===== config.mk =====
export PLATFORM = sky130hd
export DESIGN_NAME = cfd_decoder
export DESIGN_NICKNAME = d
export VERILOG_FILES = /design/src/cfd_pkg.sv /design/src/cfd_fmt_if.sv /design/src/cfd_decoder.sv /design/src/cfd_fmt_decode.sv
export VERILOG_INCLUDE_DIRS = /design/src
export SDC_FILE = /design/constraint.sdc
export NUM_CORES = 1
export LEC_CHECK = 0
export ABC_AREA = 1
export BUFFER_PORTS_ARGS = -buffer_cell sky130_fd_sc_hd__clkbuf_2
export CAP_MARGIN = 20
export CORE_UTILIZATION = 47
export CTS_BUF_LIST = sky130_fd_sc_hd__clkbuf_4
export DETAILED_ROUTE_END_ITERATION = 6
export PLACE_DENSITY = 0.79
export SETUP_SLACK_MARGIN = 0.15
export SYNTH_ARGS = -nofsm -noshare
export SYNTH_HDL_FRONTEND = slang
export SYNTH_HIERARCHICAL = 1
export SYNTH_SLANG_ARGS = --single-unit
export TNS_END_PERCENT = 1

===== constraint.sdc =====
create_clock -name clk_sys_in -period 0.8 [get_ports clk_sys_in]
set_input_delay 0.08 -clock clk_sys_in [delete_from_list [all_inputs] [get_ports clk_sys_in]]
set_output_delay 0.08 -clock clk_sys_in [all_outputs]
set_load 0.01 [all_outputs]

===== src/cfd_params.svh =====
// Field positions, format codes and minor-row constants for the format and short pool decoder
`ifndef CFD_PARAMS_SVH
`define CFD_PARAMS_SVH

// Short logic/control pool minor fields inside the 16-bit halfword
`define CFD_ROW_HI 9
`define CFD_ROW_LO 7
`define CFD_COL_HI 6
`define CFD_COL_LO 4

// Rows of the short logic/control pool
`define CFD_ROW_INV_XOR 3'h0
`define CFD_ROW_AND_OR 3'h1
`define CFD_ROW_LOAD_STORE 3'h2
`define CFD_ROW_JUMP_TRAP 3'h3

// Columns of the jump/trap row
`define CFD_COL_JUMP 2'h0
`define CFD_COL_JUMP_LINK 2'h1
`define CFD_COL_JUMP_STACK 2'h2
`define CFD_COL_BREAK 3'h3
`define CFD_COL_DEBUG_BREAK 3'h7

// Format field codes
`define CFD_FMT_CODE0 2'h0
`define CFD_FMT_CODE1 2'h1
`define CFD_FMT_CODE2 2'h2
`define CFD_FMT_CODE3 2'h3

`endif


===== src/cfd_pkg.sv =====
// Types shared by the format and short pool decoder
package cfd_pkg;

  // Which format table the instruction uses
  typedef enum logic [2:0] {
    CFD_VAR_SD_PS = 3'h0,
    CFD_VAR_SD_1BIT = 3'h1,
    CFD_VAR_SD_2BIT = 3'h2,
    CFD_VAR_SWL = 3'h3,
    CFD_VAR_DWL = 3'h4
  } cfd_variant_type;

  // Decoded operand format
  typedef enum logic [2:0] {
    CFD_FMT_NONE = 3'h0,
    CFD_FMT_SINGLE = 3'h1,
    CFD_FMT_DOUBLE = 3'h2,
    CFD_FMT_PAIRED_SINGLE = 3'h3,
    CFD_FMT_WORD = 3'h4,
    CFD_FMT_LONG = 3'h5
  } cfd_format_type;

  // Decoded short logic/control pool operation
  typedef enum logic [3:0] {
    CFD_OP_NONE = 4'h0,
    CFD_OP_SHORT_BITWISE_INVERT = 4'h1,
    CFD_OP_SHORT_BITWISE_EXCLUSIVE_OR = 4'h2,
    CFD_OP_SHORT_BITWISE_CONJUNCTION = 4'h3,
    CFD_OP_SHORT_BITWISE_DISJUNCTION = 4'h4,
    CFD_OP_SHORT_MULTIPLE_WORD_LOAD = 4'h5,
    CFD_OP_SHORT_MULTIPLE_WORD_STORE = 4'h6,
    CFD_OP_SHORT_JUMP_REGISTER = 4'h7,
    CFD_OP_SHORT_JUMP_LINK_REGISTER = 4'h8,
    CFD_OP_COMPACT_JUMP_REGISTER_STACK_ADJUST = 4'h9,
    CFD_OP_SHORT_BREAKPOINT_TRAP = 4'hA,
    CFD_OP_SHORT_DEBUG_BREAKPOINT_TRAP = 4'hB,
    CFD_OP_PAIRED_REGISTER_MOVE = 4'hC
  } cfd_pool_op_type;

endpackage : cfd_pkg


===== src/cfd_fmt_if.sv =====
// Carrier between the top decoder and its format-field decoder
`timescale 1ns/10ps
interface cfd_fmt_if;
  import cfd_pkg::*;
  cfd_variant_type variant;
  logic [1:0] code;
  cfd_format_type format;
  logic width64;
  logic is_integer;
  logic reserved;
  modport requester (output variant, output code, input format, input width64, input is_integer, input reserved);
  modport decoder (input variant, input code, output format, output width64, output is_integer, output reserved);
endinterface : cfd_fmt_if


===== src/cfd_decoder.sv =====
// Top decoder: registered format-field decode and short logic/control pool decode
`timescale 1ns/10ps
`include "cfd_params.svh"
// Notes on behaviour
// RULE_01 - Three-valued table: 0 single, 1 double, 2 paired single.
// RULE_02 - One-bit selector: 0 single, 1 double.
// RULE_03 - Two-bit single/double: 0 and 1 valid, 2 and 3 unassigned.
// RULE_04 - Single/word/long table: 0 single, 1 word, 2 long.
// RULE_05 - Double/word/long table: 0 double, 1 word, 2 long.
// RULE_06 - Code 3 in any two-bit table is reserved, never a format.
// RULE_07 - In release 6 only the compact stack-adjust jump exists, in the pool.
// RULE_08 - In release 6 rows 4 to 7 of the pool are the paired move.
// RULE_09 - In release 6 logic, multiple load/store and breakpoints sit in new slots.
// RULE_10 - Unassigned or reserved encodings raise the illegal-instruction flag.
module cfd_decoder
  import cfd_pkg::*;
(
  input wire logic clk_sys_in,
  input wire logic rstn_in,
  input wire logic release6_in,
  input wire logic pool_valid_in,
  input wire logic [15:0] pool_half_in,
  input wire logic fmt_valid_in,
  input wire cfd_variant_type fmt_variant_in,
  input wire logic [1:0] fmt_code_in,
  output cfd_pool_op_type pool_op_out,
  output logic pool_valid_out,
  output logic pool_illegal_out,
  output cfd_format_type fmt_out,
  output logic fmt_width64_out,
  output logic fmt_integer_out,
  output logic fmt_valid_out,
  output logic fmt_illegal_out
);

  cfd_fmt_if fmt_bus ();

  // Format field decode is purely combinational, registered below
  assign fmt_bus.variant = fmt_variant_in;
  assign fmt_bus.code = fmt_code_in;

  cfd_fmt_decode u_fmt_decode (
    .fmt_bus(fmt_bus)
  );

  // Row and column of the short logic/control pool
  wire [2:0] row = pool_half_in[`CFD_ROW_HI:`CFD_ROW_LO];
  wire [2:0] col = pool_half_in[`CFD_COL_HI:`CFD_COL_LO];
  wire col_odd = col[0];

  // Jump/trap row: column bit 2 repeats the jumps, but selects break vs debug break
  function automatic cfd_pool_op_type jump_row_op(input logic [2:0] c);
    cfd_pool_op_type op;
    op = CFD_OP_NONE;
    if (c == `CFD_COL_BREAK) begin
      op = CFD_OP_SHORT_BREAKPOINT_TRAP; // see RULE_09
    end else if (c == `CFD_COL_DEBUG_BREAK) begin
      op = CFD_OP_SHORT_DEBUG_BREAKPOINT_TRAP; // see RULE_09
    end else if (c[1:0] == `CFD_COL_JUMP) begin
      op = CFD_OP_SHORT_JUMP_REGISTER;
    end else if (c[1:0] == `CFD_COL_JUMP_LINK) begin
      op = CFD_OP_SHORT_JUMP_LINK_REGISTER;
    end else if (c[1:0] == `CFD_COL_JUMP_STACK) begin
      // No delay-slot form exists here; the delayed variant is never produced
      op = CFD_OP_COMPACT_JUMP_REGISTER_STACK_ADJUST; // see RULE_07
    end
    return op;
  endfunction : jump_row_op

  // Row decode; the even/odd column split repeats across rows 0 to 2
  wire cfd_pool_op_type row_inv_xor = col_odd ? CFD_OP_SHORT_BITWISE_EXCLUSIVE_OR :
                                                CFD_OP_SHORT_BITWISE_INVERT; // see RULE_09
  wire cfd_pool_op_type row_and_or = col_odd ? CFD_OP_SHORT_BITWISE_DISJUNCTION :
                                               CFD_OP_SHORT_BITWISE_CONJUNCTION; // see RULE_09
  wire cfd_pool_op_type row_ld_st = col_odd ? CFD_OP_SHORT_MULTIPLE_WORD_STORE :
                                              CFD_OP_SHORT_MULTIPLE_WORD_LOAD; // see RULE_09
  wire cfd_pool_op_type row_jump = jump_row_op(col);

  // Only the release-6 layout is implemented; older layouts decode to illegal
  wire cfd_pool_op_type r6_op = row[2] ? CFD_OP_PAIRED_REGISTER_MOVE : // see RULE_08
                                (row == `CFD_ROW_INV_XOR) ? row_inv_xor :
                                (row == `CFD_ROW_AND_OR) ? row_and_or :
                                (row == `CFD_ROW_LOAD_STORE) ? row_ld_st :
                                (row == `CFD_ROW_JUMP_TRAP) ? row_jump : CFD_OP_NONE;
  wire cfd_pool_op_type next_pool_op = release6_in ? r6_op : CFD_OP_NONE; // see RULE_07, see RULE_08
  wire next_pool_illegal = pool_valid_in && (next_pool_op == CFD_OP_NONE); // see RULE_10
  wire next_fmt_illegal = fmt_valid_in && fmt_bus.reserved; // see RULE_10

  // Pool decode stage; op is held at none when no halfword is offered
  always_ff @(posedge clk_sys_in or negedge rstn_in) begin
    if (!rstn_in) begin
      pool_op_out <= CFD_OP_NONE;
      pool_valid_out <= 1'b0;
      pool_illegal_out <= 1'b0;
    end else begin
      pool_op_out <= pool_valid_in ? next_pool_op : CFD_OP_NONE;
      pool_valid_out <= pool_valid_in;
      pool_illegal_out <= next_pool_illegal;
    end
  end

  // Format decode stage; attributes are cleared for reserved codes
  always_ff @(posedge clk_sys_in or negedge rstn_in) begin
    if (!rstn_in) begin
      fmt_out <= CFD_FMT_NONE;
      fmt_width64_out <= 1'b0;
      fmt_integer_out <= 1'b0;
      fmt_valid_out <= 1'b0;
      fmt_illegal_out <= 1'b0;
    end else begin
      fmt_out <= fmt_valid_in ? fmt_bus.format : CFD_FMT_NONE; // see RULE_06
      fmt_width64_out <= fmt_valid_in && fmt_bus.width64;
      fmt_integer_out <= fmt_valid_in && fmt_bus.is_integer;
      fmt_valid_out <= fmt_valid_in;
      fmt_illegal_out <= next_fmt_illegal;
    end
  end

endmodule : cfd_decoder


===== src/cfd_fmt_decode.sv =====
// Combinational decoder of the floating-point format field for all five table variants
`timescale 1ns/10ps
`include "cfd_params.svh"
module cfd_fmt_decode
  import cfd_pkg::*;
(
  cfd_fmt_if.decoder fmt_bus
);

  // Per-code decode of each variant; code 3 maps to a format only in the one-bit selector
  wire code0 = (fmt_bus.code == `CFD_FMT_CODE0);
  wire code1 = (fmt_bus.code == `CFD_FMT_CODE1);
  wire code2 = (fmt_bus.code == `CFD_FMT_CODE2);
  wire code3 = (fmt_bus.code == `CFD_FMT_CODE3);

  // Single/double/paired-single table
  wire cfd_format_type fmt_sd_ps = code0 ? CFD_FMT_SINGLE :
                                   code1 ? CFD_FMT_DOUBLE :
                                   code2 ? CFD_FMT_PAIRED_SINGLE : CFD_FMT_NONE; // see RULE_01, see RULE_06
  // One-bit selector: only the low bit is meaningful
  wire cfd_format_type fmt_sd_1 = fmt_bus.code[0] ? CFD_FMT_DOUBLE : CFD_FMT_SINGLE; // see RULE_02
  // Two-bit single/double: codes 2 and 3 unassigned
  wire cfd_format_type fmt_sd_2 = code0 ? CFD_FMT_SINGLE :
                                  code1 ? CFD_FMT_DOUBLE : CFD_FMT_NONE; // see RULE_03, see RULE_06
  // Single/word/long table
  wire cfd_format_type fmt_swl = code0 ? CFD_FMT_SINGLE :
                                 code1 ? CFD_FMT_WORD :
                                 code2 ? CFD_FMT_LONG : CFD_FMT_NONE; // see RULE_04, see RULE_06
  // Double/word/long table
  wire cfd_format_type fmt_dwl = code0 ? CFD_FMT_DOUBLE :
                                 code1 ? CFD_FMT_WORD :
                                 code2 ? CFD_FMT_LONG : CFD_FMT_NONE; // see RULE_05, see RULE_06

  // Variant select; an unknown variant code decodes to no format
  assign fmt_bus.format = (fmt_bus.variant == CFD_VAR_SD_PS) ? fmt_sd_ps :
                          (fmt_bus.variant == CFD_VAR_SD_1BIT) ? fmt_sd_1 :
                          (fmt_bus.variant == CFD_VAR_SD_2BIT) ? fmt_sd_2 :
                          (fmt_bus.variant == CFD_VAR_SWL) ? fmt_swl :
                          (fmt_bus.variant == CFD_VAR_DWL) ? fmt_dwl : CFD_FMT_NONE;

  // Attributes; paired single counts as 64 bits of storage (two 32-bit halves)
  assign fmt_bus.width64 = (fmt_bus.format == CFD_FMT_DOUBLE) || (fmt_bus.format == CFD_FMT_LONG) ||
                           (fmt_bus.format == CFD_FMT_PAIRED_SINGLE);
  assign fmt_bus.is_integer = (fmt_bus.format == CFD_FMT_WORD) || (fmt_bus.format == CFD_FMT_LONG);
  // Code 3 is refused in every two-bit table, whatever the table select decodes to
  assign fmt_bus.reserved = (fmt_bus.format == CFD_FMT_NONE) ||
                            (code3 && (fmt_bus.variant != CFD_VAR_SD_1BIT)); // see RULE_06, see RULE_10

endmodule : cfd_fmt_decode


==> impl_metrics.json <==
{
  "status": "finished, violations left",
  "violations": "design-rule violations, negative setup slack",
  "grt_busiest_layer": "met2",
  "fin_util_pct": 82.03,
  "grt_pass1_wl_um": 3201,
  "wire_per_inst_um": 11.86,
  "drt_iter0_drc": 16,
  "crit_required_ns": 0.97,
  "h-tree-depth": 1,
  "cts_made_buffers": 3,
  "ys_seq_area_share_pct": 38.75,
  "hold_path_class": "input port to register",
  "cts_root_buf": "clkbuf_4",
  "syn_nets": 146,
  "grtUsageMet1_pct": 22.28,
  "netlist_area_um2": 839.6,
  "tightest_slew_ns": 0.3121,
  "cpMostUsedCell": "nand2_1",
  "clkTransAtPathRegs_ns": 0.07,
  "rsz0062_at_grt": "true",
  "cap_violations": 0,
  "drive_gt1_share_pct": 46.41,
  "finalSetupViolCount": 15,
  "slew_viol_final": 0,
  "synth.distinct_cells": 17,
  "place_congestion": 0.8254,
  "grt_pass1_vias": 799,
  "track_usage_pct": 22.89,
  "avgSynthCellArea_um2": 7.496,
  "final.period_utilization_pct": 110.1,
  "max-slew-margin-rel_pct": 79.19,
  "drtAntennaViolNets": 0,
  "firstDrtPassIters": 6,
  "synthCells": 112,
  "grt_start_max_net_pins": 14,
  "clockBufferDepth": 2,
  "synth-seq-cells": 13,
  "critPathKind": "input port to register",
  "layout_setup_ws_ns": -0.08117,
  "core_area_um2": 1594,
  "leakage_nw": 0.7324,
  "cp_top_family": "simple AND/OR/NAND/NOR gates",
  "cp_slowest_cell": "ha_4",
  "max_freq_ghz": 1.135,
  "fin_nets": 188,
  "arrival_ns": 1.06,
  "cp-end-kind": "register",
  "timing.hold.ws_ns": 0.02296,
  "antenna_found_initial": 0,
  "final-hold-violation-count": 0,
  "num_vias": 841,
  "yosysTopAreaCell": "dfrtp_1",
  "die_h_um": 44.27,
  "yosys-top-cells-area": "dfrtp_1 (39%), nand2_1 (12%), ha_1 (12%)",
  "crit_buf_inv": 4,
  "wirelength_um": 2100,
  "powerDensity_nw_per_um2": 1228,
  "synthDominantCellAreaShare_pct": 38.75,
  "syn2layout_area_growth_pct": 55.74,
  "slowest_delay_ns": 0.16,
  "grtUsageMet2_pct": 42.35,
  "dp_hpwl_um": 1410,
  "fin_crit_ns": 0.8812,
  "clkSinkCount": 13,
  "viasPerCell": 4.751,
  "path_cells": "buf_12, inv_12, ha_4, nor2_4, inv_1, nand2_1, nand2_1, nor2_2, nand2_2, nand3_2, nand2_1, nand2_1, inv_1",
  "drc": 2,
  "die_x_um": 44.27,
  "ioPinCount": 39,
  "portBuffers": 28,
  "ir_drop_mv": 0.7483,
  "dieArea_um2": 1959,
  "start_kind": "input port",
  "met3_usage_pct": 5.306,
  "crit_fanout": 3,
  "dpl_worst_slack_ns": -0.4440,
  "cts_tree": "done",
  "synth_warnings": 6,
  "rows": 14,
  "diodes": 0,
  "overflow": 0,
  "initial_core_util_pct": 52.67
}
-- per-stage QoR --
stage / total power (W) / cells / cell area (um^2) / setup TNS [ns]
floorplan: 0.0009213 / 112 / 892.1 / -0.4125
global placement: 0.001079 / 170 / 1107 / -2.274
detailed placement: 0.001098 / 170 / 1107 / -2.516
CTS: 0.001579 / 177 / 1245 / -0.7464
global route: 0.001701 / 177 / 1308 / -1.332
finish: 0.001606 / 177 / 1308 / -0.5918
-- where the power goes --
part           total, W  switching, W  internal (W)
Combinational  0.000485      0.000269      0.000217
Sequential     0.000698    0.00000901      0.000689
Clock          0.000422      0.000195      0.000227
Total           0.00161      0.000473       0.00113
-- logic make-up after synthesis --
logic type	share of synthesized area [%]
buffers and inverters	11.18
AO/OA/AOI/OAI	6.259
adder cells (fa/ha/maj)	11.92
flip-flops	38.75
AND/OR/NAND/NOR	31.89
-- cells in the final DEF, fill, tap and decap left out, drive strengths merged --
master and instances:
clkbuf 27, dlygate4sd3 3, nor3 1, inv 25, nand4 4, o21ai 4, dfrtp 13, ha 8
nand3 10, nor2 16, buf 11, nand2 28, a21oi 2, o21bai 1
-- worst paths after layout --
path	startpoint	endpoint	slack, ns	depth (start not counted)
setup / recovery	fmt_code_in[0]	fmt_width64_out	-0.08	13
hold / removal	release6_in	pool_illegal_out	0.02	2
max in group asynchronous	rstn_in	pool_op_out[2]	0.34	2
min in group asynchronous	rstn_in	fmt_width64_out	0.23	2
-- flip-flops by register name, summed over array words and instances (netlist names) --
register	cells
pool_valid_out	1
pool_illegal_out	1
pool_op_out	4
fmt_integer_out	1
fmt_width64_out	1
fmt_out	3
fmt_valid_out	1
fmt_illegal_out	1
-- cells in the mapped netlist --
library cell	number
nand2_1	27
inv_1	18
dfrtp_1	13
nand3_1	10
nor2_1	10
ha_1	8
inv_2	7
nor2_2	5
nand4_1	4
o21ai_1	3
a21oi_1	1
a21oi_4	1
nand2_2	1
nor2_4	1
nor3_1	1
o21ai_2	1
o21bai_1	1
-- timing repair --
action,in CTS,in global routing
resized for setup,15,19
hold buffers,3,0
setup endpoints to repair,21,20
buffers inserted,0,0
pin swaps,8,14
hold endpoints to repair,15,0
-- area by class of cell --
type                    instances  area, um^2
fillers                        95       286.5
repair buffers                 37       275.3
multi-input cells              74       525.5
well taps                      24       30.03
inverters                      25       121.4
clock buffers                   4       30.03
flip-flops and latches         13       325.3
-- layer usage --
| metal | vias up | wire length (um) |
|---|---|---|
| li1 | 427 | - |
| met1 | 377 | 772 |
| met2 | 29 | 1170 |
| met3 | 8 | 75 |
| met4 | 0 | 82 |
| met5 | - | 0 |
No activity file was read; power rests on OpenSTA's default activity.
